===== src/rtl/lpp_pkg.sv =====
// package of constants for the latched parallel input port
package lpp_pkg;
  localparam int          PORT_WIDTH      = 8;
  localparam logic [7:0]  PORT_RESET_VAL  = 8'hFF;
  localparam logic [7:0]  LATCH_RESET_VAL = 8'h00;
  localparam int          MODE_WIDTH      = 8;
  localparam int          LATCH_EN_BIT    = 4;
  typedef enum logic [1:0] {
    LPP_RD_PINS,
    LPP_RD_REG,
    LPP_RD_LATCH
  } lpp_rdsel_t;
endpackage


===== src/rtl/lpp_top.sv =====
// eight-line bit-independent port with strobe-latched input option
`timescale 1ns/10ps
module lpp_top #(
  parameter int WIDTH = 8
) (
  input  wire logic             REF_CLK_I,
  input  wire logic             SYS_RST_I,
  input  wire logic [7:0]       MODE_CTRL_I,
  input  wire logic             INPUT_STROBE_PIN_I,
  input  wire logic             PORT_WR_I,
  input  wire logic [WIDTH-1:0] PORT_WDATA_I,
  input  wire logic             PORT_RD_I,
  input  wire logic             PORT_RMW_I,
  input  wire logic [WIDTH-1:0] PORT_PINS_I,
  output logic      [WIDTH-1:0] PORT_PINS_O,
  output logic      [WIDTH-1:0] PORT_PINS_OE_O,
  output logic      [WIDTH-1:0] PORT_RDATA_O,
  output logic                  PORT_RVALID_O
);
  if (WIDTH != lpp_pkg::PORT_WIDTH) begin : g_width_check
    $error("lpp_top only serves an eight-line port");
  end
  if (lpp_pkg::MODE_WIDTH <= lpp_pkg::LATCH_EN_BIT) begin : g_mode_check
    $error("mode word has no latch enable bit");
  end

  logic             latch_en;
  logic             strobe_q;
  logic             cap;
  logic [WIDTH-1:0] port_reg_q;
  logic [WIDTH-1:0] latch_data;
  logic [WIDTH-1:0] rdata_d;
  logic [WIDTH-1:0] line_val;
  logic [WIDTH-1:0] pins_d;
  logic [WIDTH-1:0] oe_d;
  lpp_pkg::lpp_rdsel_t rdsel;

  assign latch_en = MODE_CTRL_I[lpp_pkg::LATCH_EN_BIT];
  // capture on rising edge of the strobe pulse
  assign cap      = latch_en && INPUT_STROBE_PIN_I && !strobe_q;

  function automatic lpp_pkg::lpp_rdsel_t sel_read(input logic en, input logic rmw);
    if (rmw) begin
      sel_read = lpp_pkg::LPP_RD_REG;
    end else if (en) begin
      sel_read = lpp_pkg::LPP_RD_LATCH;
    end else begin
      sel_read = lpp_pkg::LPP_RD_PINS;
    end
  endfunction

  // a line is pulled low only in bidirectional use with its bit at zero
  function automatic logic drives_low(input logic en, input logic val);
    drives_low = !en && !val;
  endfunction

  always_ff @(posedge REF_CLK_I) begin
    if (SYS_RST_I) begin
      strobe_q <= 1'b0;
    end else begin
      strobe_q <= INPUT_STROBE_PIN_I;
    end
  end

  // port output register
  always_ff @(posedge REF_CLK_I) begin
    if (SYS_RST_I) begin
      port_reg_q <= lpp_pkg::PORT_RESET_VAL;
    end else if (PORT_WR_I) begin
      port_reg_q <= PORT_WDATA_I;
    end
  end

  lpp_latch #(
    .WIDTH (WIDTH)
  ) u_latch (
    .clk_i  (REF_CLK_I),
    .rst_i  (SYS_RST_I),
    .cap_i  (cap),
    .pins_i (PORT_PINS_I),
    .data_o (latch_data)
  );

  // outside latched mode, a write shows on the pins at the same edge that stores it
  assign line_val = PORT_WR_I ? PORT_WDATA_I : port_reg_q;

  // per-line drive: only a zero is actively driven, a one leaves the pull-up
  for (genvar i = 0; i < WIDTH; i++) begin : g_line
    assign pins_d[i] = line_val[i] && !latch_en;
    assign oe_d[i]   = drives_low(latch_en, line_val[i]);

    a_line_drive: assert property (@(posedge REF_CLK_I) disable iff (SYS_RST_I)
      !latch_en && !PORT_WR_I |=> PORT_PINS_OE_O[i] == !$past(port_reg_q[i]))
      else $error("line drive does not follow its register bit");
  end

  always_ff @(posedge REF_CLK_I) begin
    if (SYS_RST_I) begin
      PORT_PINS_O    <= '0;
      PORT_PINS_OE_O <= '0;
    end else begin
      PORT_PINS_O    <= pins_d;
      PORT_PINS_OE_O <= oe_d;
    end
  end

  always_comb begin
    rdsel = sel_read(latch_en, PORT_RMW_I);
    case (rdsel)
      lpp_pkg::LPP_RD_REG:   rdata_d = port_reg_q;
      lpp_pkg::LPP_RD_LATCH: rdata_d = latch_data;
      lpp_pkg::LPP_RD_PINS:  rdata_d = PORT_PINS_I;
      default:               rdata_d = PORT_PINS_I;
    endcase
  end

  always_ff @(posedge REF_CLK_I) begin
    if (SYS_RST_I) begin
      PORT_RVALID_O <= 1'b0;
    end else begin
      PORT_RVALID_O <= PORT_RD_I;
    end
  end

  always_ff @(posedge REF_CLK_I) begin
    if (SYS_RST_I) begin
      PORT_RDATA_O <= '0;
    end else if (PORT_RD_I) begin
      PORT_RDATA_O <= rdata_d;
    end
  end

  a_reset_ones: assert property (@(posedge REF_CLK_I)
    $past(SYS_RST_I) |-> port_reg_q == lpp_pkg::PORT_RESET_VAL)
    else $error("port register not all ones after reset");
  a_latch_inputs: assert property (@(posedge REF_CLK_I) disable iff (SYS_RST_I)
    $past(latch_en) && !$past(SYS_RST_I) |-> PORT_PINS_OE_O == '0)
    else $error("pin driven in latched mode");
  a_strobe_capture: assert property (@(posedge REF_CLK_I) disable iff (SYS_RST_I)
    cap |=> latch_data == $past(PORT_PINS_I))
    else $error("strobe did not capture lines");
  a_latch_hold: assert property (@(posedge REF_CLK_I) disable iff (SYS_RST_I)
    !latch_en |=> $stable(latch_data))
    else $error("latch changed outside latched mode");
  a_read_latch: assert property (@(posedge REF_CLK_I) disable iff (SYS_RST_I)
    PORT_RD_I && latch_en && !PORT_RMW_I |=> PORT_RDATA_O == $past(latch_data))
    else $error("latched read wrong");
  a_read_pins: assert property (@(posedge REF_CLK_I) disable iff (SYS_RST_I)
    PORT_RD_I && !latch_en && !PORT_RMW_I |=> PORT_RDATA_O == $past(PORT_PINS_I))
    else $error("plain read not pin levels");
  a_read_rmw: assert property (@(posedge REF_CLK_I) disable iff (SYS_RST_I)
    PORT_RD_I && PORT_RMW_I |=> PORT_RDATA_O == $past(port_reg_q))
    else $error("rmw read not register");
  a_drive_zero: assert property (@(posedge REF_CLK_I) disable iff (SYS_RST_I)
    PORT_WR_I && !latch_en ##1 !latch_en |-> PORT_PINS_OE_O == ~$past(PORT_WDATA_I))
    else $error("output enable does not follow written zeros");
  a_write_store: assert property (@(posedge REF_CLK_I) disable iff (SYS_RST_I)
    PORT_WR_I |=> port_reg_q == $past(PORT_WDATA_I))
    else $error("port register not written");
  a_rvalid_pulse: assert property (@(posedge REF_CLK_I) disable iff (SYS_RST_I)
    PORT_RD_I |=> PORT_RVALID_O)
    else $error("read answer missing");

  a_oe_reset: assert property (@(posedge REF_CLK_I)
    $past(SYS_RST_I) |-> PORT_PINS_OE_O == '0 && !PORT_RVALID_O)
    else $error("outputs not idle after reset");
  a_reg_hold: assert property (@(posedge REF_CLK_I) disable iff (SYS_RST_I)
    !PORT_WR_I |=> $stable(port_reg_q))
    else $error("port register changed without a write");

  a_pins_follow: assert property (@(posedge REF_CLK_I) disable iff (SYS_RST_I)
    !latch_en && !PORT_WR_I |=> PORT_PINS_O == $past(port_reg_q))
    else $error("pin value does not follow register");
  a_plain_drive: assert property (@(posedge REF_CLK_I) disable iff (SYS_RST_I)
    !latch_en && !PORT_WR_I |=> PORT_PINS_OE_O == ~$past(port_reg_q))
    else $error("bidirectional drive does not follow register");
  a_drive_low_only: assert property (@(posedge REF_CLK_I) disable iff (SYS_RST_I)
    (PORT_PINS_OE_O & PORT_PINS_O) == '0)
    else $error("a line is driven high");
  a_latched_write: assert property (@(posedge REF_CLK_I) disable iff (SYS_RST_I)
    latch_en && PORT_WR_I |=> PORT_PINS_OE_O == '0)
    else $error("write drove a line in latched mode");

  a_latch_steady: assert property (@(posedge REF_CLK_I) disable iff (SYS_RST_I)
    !cap |=> $stable(latch_data))
    else $error("latch changed without a strobe");
  a_capture_edge: assert property (@(posedge REF_CLK_I) disable iff (SYS_RST_I)
    latch_en && INPUT_STROBE_PIN_I && !$past(INPUT_STROBE_PIN_I)
      |=> latch_data == $past(PORT_PINS_I))
    else $error("strobe edge did not capture lines");
  a_strobe_track: assert property (@(posedge REF_CLK_I) disable iff (SYS_RST_I)
    !$past(SYS_RST_I) |-> strobe_q == $past(INPUT_STROBE_PIN_I))
    else $error("strobe sample lost");

  a_rvalid_only: assert property (@(posedge REF_CLK_I) disable iff (SYS_RST_I)
    !PORT_RD_I |=> !PORT_RVALID_O)
    else $error("read answer without a request");
  a_rdata_hold: assert property (@(posedge REF_CLK_I) disable iff (SYS_RST_I)
    !PORT_RD_I |=> $stable(PORT_RDATA_O))
    else $error("read data changed without a read");
  a_rmw_latched: assert property (@(posedge REF_CLK_I) disable iff (SYS_RST_I)
    PORT_RD_I && PORT_RMW_I && latch_en |=> PORT_RDATA_O == $past(port_reg_q))
    else $error("rmw read in latched mode not register");

  c_capture:   cover property (@(posedge REF_CLK_I) disable iff (SYS_RST_I) cap);
  c_rmw_read:  cover property (@(posedge REF_CLK_I) disable iff (SYS_RST_I)
    PORT_RD_I && PORT_RMW_I);
  c_latch_rd:  cover property (@(posedge REF_CLK_I) disable iff (SYS_RST_I)
    cap ##[1:4] (PORT_RD_I && latch_en));
  c_drive_out: cover property (@(posedge REF_CLK_I) disable iff (SYS_RST_I)
    PORT_WR_I && !latch_en ##1 PORT_PINS_OE_O != '0);
  c_mode_leave: cover property (@(posedge REF_CLK_I) disable iff (SYS_RST_I)
    $fell(latch_en) ##1 PORT_PINS_OE_O != '0);
endmodule


===== src/rtl/lpp_latch.sv =====
// strobe-captured input latch of the port
`timescale 1ns/10ps
module lpp_latch #(
  parameter int WIDTH = 8
) (
  input  wire logic             clk_i,
  input  wire logic             rst_i,
  input  wire logic             cap_i,
  input  wire logic [WIDTH-1:0] pins_i,
  output logic      [WIDTH-1:0] data_o
);
  if (WIDTH < 1) begin : g_width_check
    $error("lpp_latch width must be positive");
  end

  always_ff @(posedge clk_i) begin
    if (rst_i) begin
      data_o <= WIDTH'(lpp_pkg::LATCH_RESET_VAL);
    end else if (cap_i) begin
      data_o <= pins_i;
    end
  end
endmodule


===== config.mk =====
export PLATFORM = sky130hd
export DESIGN_NAME = lpp_top
export DESIGN_NICKNAME = d
export VERILOG_FILES = /design/src/rtl/lpp_pkg.sv /design/src/rtl/lpp_top.sv /design/src/rtl/lpp_latch.sv
export SDC_FILE = /design/constraint.sdc
export NUM_CORES = 1
export LEC_CHECK = 0
export ABC_AREA = 1
export BUFFER_PORTS_ARGS = -buffer_cell sky130_fd_sc_hd__clkbuf_2
export CAP_MARGIN = 20
export CELL_PAD_IN_SITES_DETAIL_PLACEMENT = 0
export CELL_PAD_IN_SITES_GLOBAL_PLACEMENT = 1
export CORE_UTILIZATION = 34
export DETAILED_ROUTE_END_ITERATION = 10
export PLACE_DENSITY_LB_ADDON = 0.15
export SYNTH_ARGS = -nofsm -noshare
export SYNTH_HDL_FRONTEND = slang
export SYNTH_SLANG_ARGS = --single-unit

===== constraint.sdc =====
create_clock -name REF_CLK_I -period 1 [get_ports REF_CLK_I]
set_input_delay 0.1 -clock REF_CLK_I [delete_from_list [all_inputs] [get_ports REF_CLK_I]]
set_output_delay 0.1 -clock REF_CLK_I [all_outputs]
set_load 0.1 [all_outputs]

==> impl_metrics.yaml, run 1 <==
sta:
  clock_skew_ns: 0.00865
  setup-violations-final: 0
  layout_setup_ws_ns: 0.0606
  fin_crit_sh_pct: 93.9
  relSlewSlack_pct: 64.8
  fmax_ghz: 1.06
  maxSlewViolCount: 0
  hold_slack_ns: 0.0115
  tightest_slew_ns: 0.529
  rsz0062_at_grt: "false"
  hold_violations: 0
  post-route-min-period_ns: 0.939
  tns_ns: 0
power:
  comb_power_share_pct: 25.3
  p_seq_share_pct: 46.1
  power_mw: 4.05
  sw_frac_of_total_pct: 33.2
  clkPwrFrac_pct: 28.6
  p_int_mw: 2.70
  p_per_area_nw_per_um2: 1700
  leakage_nw: 1.21
  ir_drop_mv: 0.896
  power_switching_mw: 1.34
layout:
  stdcell_area_um2: 2390
  num_antenna_cells: 0
  nets: 302
  syn_to_final_growth_pct: 48.1
  fill_cells: 435
  post-route-util_pct: 53.7
  fin_cells: 325
  drive_above_1_share_pct: 33.3
route:
  drt_iter0_drc: 43
  wl_per_cell_um: 11.0
  vias: 1413
  drtPass1Iterations: 6
  drt-vias-per-instance: 4.35
  drc: 0
  wirelength_um: 3560
  ant_nets: 0
yosys:
  ys_seq_elements: 42
  yosysTopAreaCellShare_pct: 52.2
  synth_cells: 221
  syn-cell-area_um2: 1610
  synth_edf_count: 0
  netlist-cell-type-count: 15
  synth_flop_cell: "dfxtp_1"
  synth_area_leader_cell: "dfxtp_1"
  synthTopCellsByArea: "dfxtp_1, nand2_1, nor2_1"
  ys_top_cells_by_count: "nand2_1, nor2_1, dfxtp_1"
  seq_area_frac_synth_pct: 52.2
  async_flop_share_pct: 0
  syn_nets: 251
  syn_area_per_cell_um2: 7.29
  synth.most_common_cell: "nand2_1"
  synth_warnings: 0
critical_path:
  cp_max_fo: 2
  cp.arrival_ns: 0.84
  cpLargestDelayFamily: "flip-flops"
  worstPathCellList: "buf_12"
  cp_num_buf_inv: 1
  max_stage_delay_ns: 0.36
  critPathSlowestCell: "dfxtp_2"
  cp.required_ns: 0.90
  end_kind: "primary output"
  cp-start-kind: "register"
  crit_type: "register to primary output"
global_route:
  grt_pass1_vias: 1311
  antenna_found_initial: 0
  gr-total-overflow: 0
  grt_pass1_wl_um: 5990
  grt_max_degree: 17
  groute.usage.overall_pct: 15.6
clock_network:
  worstSkewPairLatency_ns: 0.30
  cts_num_sinks: 42
  numCtsBuffers: 5
  postCtsHoldBufs: 0
  post-cts-setup-buffers: 0
  path_clk_slew_ns: 0.09
  cts_buffer_depth: 2
  postCtsResizedCells: 0
  clock-root-buffer: "clkbuf_8"
  htreeDepth: 2
  cts_tree: "done"
status:
  status: "finished clean"
floorplan:
  io_pins: 55
  start_util_pct: 36.3
  fp.dieH_um: 70.8
  num_rows: 24
  coreArea_um2: 4440
  die_w_um: 70.8
  die_area_um2: 5020
placement:
  pre_cts_slack_ns: 0.0554
  port_buffers: 47
  dp.cells: 317
  place_area_um2: 2290
  place_hpwl_um: 2670
  gp_congestion: 0.706
job:
  drv_cap: 0
worst_hold_path:
  hold_class: "input port to register"
[path summary, 6_finish.rpt]
check | startpoint | to | slack, ns | cells after the start
max | PORT_RDATA_O[0] | PORT_RDATA_O[0] | 0.06 | 1
min | SYS_RST_I | strobe_q | 0.01 | 2
max reg2reg | strobe_q | u_latch.data_o[0] | 0.12 | 4
min reg2reg | u_latch.data_o[3] | u_latch.data_o[3] | 0.52 | 4
[final cells by class]
cell class,count,area (um^2),share of cell area [%]
Tap cell,52,65.1,2.73
Timing Repair Buffer,53,656,27.5
Clock buffer,6,82.6,3.46
Sequential cell,42,872,36.5
Inverter,29,109,4.56
Clock inverter,2,12.5,0.524
Multi-Input combinational cell,141,591,24.7
[layer usage]
layer / routed length (um) / vias up / track usage, %
li1: - / 757 / -
met1: 1710 / 618 / 21.0
met2: 1650 / 31 / 23.9
met3: 149 / 7 / 4.70
met4: 50 / 0 / 5.33
met5: 0 / - / 0
[cells in the final DEF (no fill, tap or decap)]
cell        Yosys  layout
dfxtp_2         0      25
nor2_4          1       1
nand3b_4        1       1
clkinvlp_4      0       1
clkbuf_8        0       6
clkinv_2        0       1
a21oi_1         8       8
inv_2           1       1
nand3_1        16      16
or2_1           1       1
buf_4           0       6
nor2_1         50      50
inv_1          28      28
nand2_2         2       2
buf_12          0      25
dfxtp_1        42      17
nand2_1        62      62
clkbuf_2        0      22
[logic make-up after synthesis]
| kind of cell | Yosys count | synth area share (%) |
|---|---|---|
| compound gates | 8 | 2.48 |
| simple gates | 133 | 34.2 |
| flops | 42 | 52.2 |
| buf+inv | 38 | 11.2 |
[state kept, by name (all words and copies together) (netlist names)]
register,flops
PORT_PINS_OE_O,8
PORT_PINS_O,8
PORT_RDATA_O,8
port_reg_q,8
u_latch.data_o,8
PORT_RVALID_O,1
strobe_q,1
[power by group through the flow]
stage | Sequential (mW) | Combinational [mW] | Clock [mW]
after detailed placement | 1.91 | 1.03 | 0
after global routing | 1.88 | 1.09 | 1.25
after floorplan | 2.30 | 0.259 | 0
final | 1.87 | 1.03 | 1.16
after global placement | 1.90 | 1.03 | 0
after CTS | 1.87 | 1.03 | 1.18
Note: power is estimated with default switching activity, not from simulation.
==> inputs of run 2 (changes only) <==
Settings changed: CORE_UTILIZATION 34 to 36.
Clock period 1 ns to 1.09 ns, I/O delays scaled along.
==> impl_metrics.yaml, run 2 (synthesis results as in run 1) <==
status:
  status: "finished clean"
sta:
  maxSlewViolCount: 0
  hold_slack_ns: 0.0544
  fin_crit_sh_pct: 87.2
  setup-violations-final: 0
  hold_violations: 0
  tns_ns: 0
  rsz0062_at_grt: "false"
  post-route-min-period_ns: 0.950
  tightest_slew_ns: 0.504
  fmax_ghz: 1.05
  relSlewSlack_pct: 66.4
  clock_skew_ns: 0.00293
route:
  drtPass1Iterations: 4
  drc: 0
  vias: 1385
  drt_iter0_drc: 49
  drt-vias-per-instance: 4.30
  ant_nets: 0
  wirelength_um: 3380
  wl_per_cell_um: 10.5
worst_hold_path:
  hold_class: "input port to register"
critical_path:
  reg2reg_slack_ns: 0.21
  cp_num_buf_inv: 1
  worstSetupEndpoint: "PORT_PINS_O[4]"
  cp-start-kind: "register"
  cpLargestDelayFamily: "flip-flops"
  path_depth: 1
  cp.arrival_ns: 0.84
  cp_max_fo: 1
  worstPathCellList: "buf_12"
  max_stage_delay_ns: 0.37
  rr_worst_depth: 4
  crit_start: "PORT_PINS_O[4]"
  critPathSlowestCell: "dfxtp_1"
  reg2reg_to: "u_latch.data_o[3]"
  reg2reg_from: "strobe_q"
  cp.required_ns: 0.98
  crit_type: "register to primary output"
  end_kind: "primary output"
layout:
  nets: 301
  syn_to_final_growth_pct: 47.1
  final_common_cell: "nand2_1"
  drive_above_1_share_pct: 26.5
  num_antenna_cells: 0
  final-seq-area_um2: 851
  final_cell_mix: "nand2_1, nor2_1, dfxtp_1"
  multi_input_area_um2: 591
  fill_cells: 391
clock_network:
  htreeDepth: 2
  numCtsBuffers: 5
  cts_buffer_depth: 2
  post-cts-setup-buffers: 0
  postCtsResizedCells: 0
  cts_num_sinks: 42
  worstSkewPairLatency_ns: 0.29
  path_clk_slew_ns: 0.08
  clock-root-buffer: "clkbuf_8"
  postCtsHoldBufs: 0
  cts_tree: "done"
power:
  leakage_nw: 1.21
  ir_drop_mv: 1.29
  p_per_area_nw_per_um2: 1630
global_route:
  antenna_found_initial: 0
  grt_max_degree: 17
  gr-total-overflow: 0
  groute.usage.overall_pct: 16.1
  grt_pass1_vias: 1200
  grt_pass1_wl_um: 5490
floorplan:
  io_pins: 55
  start_util_pct: 38.9
  coreArea_um2: 4140
  num_rows: 23
  die_area_um2: 4750
  fp.dieH_um: 68.9
  die_w_um: 68.9
placement:
  gp_congestion: 0.797
  place_hpwl_um: 2500
  port_buffers: 47
job:
  drv_cap: 0
-- run 2: cell types whose count changed in the layout (fill, tap and decap cells not counted), sizes merged --
cell    change
buf         -1
bufinv      +1
clkinv      -1
-- run 2: routing by layer --
layer / up-vias / track usage [%] / wire [um]
met5: - / 0 / 0
met4: 0 / 6.12 / 6
met3: 2 / 3.95 / 168
met2: 32 / 27.2 / 1580
met1: 592 / 19.7 / 1630
li1: 759 / - / -
-- run 2: worst register-to-register path: stages (launching register included) --
cell and delay [ns]:
dfxtp_1 0.31, nand3b_4 0.26, nand2_1 0.11, nand2_1 0.05
nor2_1 0.09
-- run 2: stage by stage --
stage / instance area, um^2 / worst slack, ns / power, mW / std cells / utilization, %
5_1_grt: 2370 / 0.0946 / 4.01 / 322 / 57.2
2_1_floorplan: 1620 / 0.0720 / 2.34 / 221 / -
6_report: 2370 / 0.140 / 3.86 / 322 / 57.2
3_3_place_gp: 2260 / 0.0728 / 2.68 / 314 / 54.6
3_5_place_dp: 2260 / 0.0487 / 2.68 / 314 / 54.6
4_1_cts: 2370 / 0.122 / 3.89 / 322 / 57.2
-- run 2: power by group --
| group | internal, mW | leakage (nW) | total, mW | switching (mW) |
|---|---|---|---|---|
| Clock | 0.683 | 0.0514 | 1.22 | 0.533 |
| Sequential | 1.64 | 0.350 | 1.71 | 0.0694 |
| Combinational | 0.325 | 0.805 | 0.933 | 0.609 |
-- run 2: how the worst min path moves through the flow --
stage / from / endpoint / slack, ns / cells after the start
2_1_floorplan: INPUT_STROBE_PIN_I / strobe_q / 0.22 / 2
3_3_place_gp: INPUT_STROBE_PIN_I / strobe_q / 0.35 / 3
3_5_place_dp: INPUT_STROBE_PIN_I / strobe_q / 0.36 / 3
4_1_cts: INPUT_STROBE_PIN_I / strobe_q / 0.05 / 3
5_1_grt: PORT_WDATA_I[1] / PORT_PINS_OE_O[1] / 0.08 / 4
6_report: INPUT_STROBE_PIN_I / strobe_q / 0.05 / 3
-- run 2: cell type report --
type                    instances  share of cell area (%)
clock buffers                   6                    3.06
clock inverters                 2                    1.58
inverters                      29                    4.59
multi-input cells             141                    24.9
flip-flops and latches         42                    35.9
well taps                      50                    2.64
repair buffers                 52                    27.3
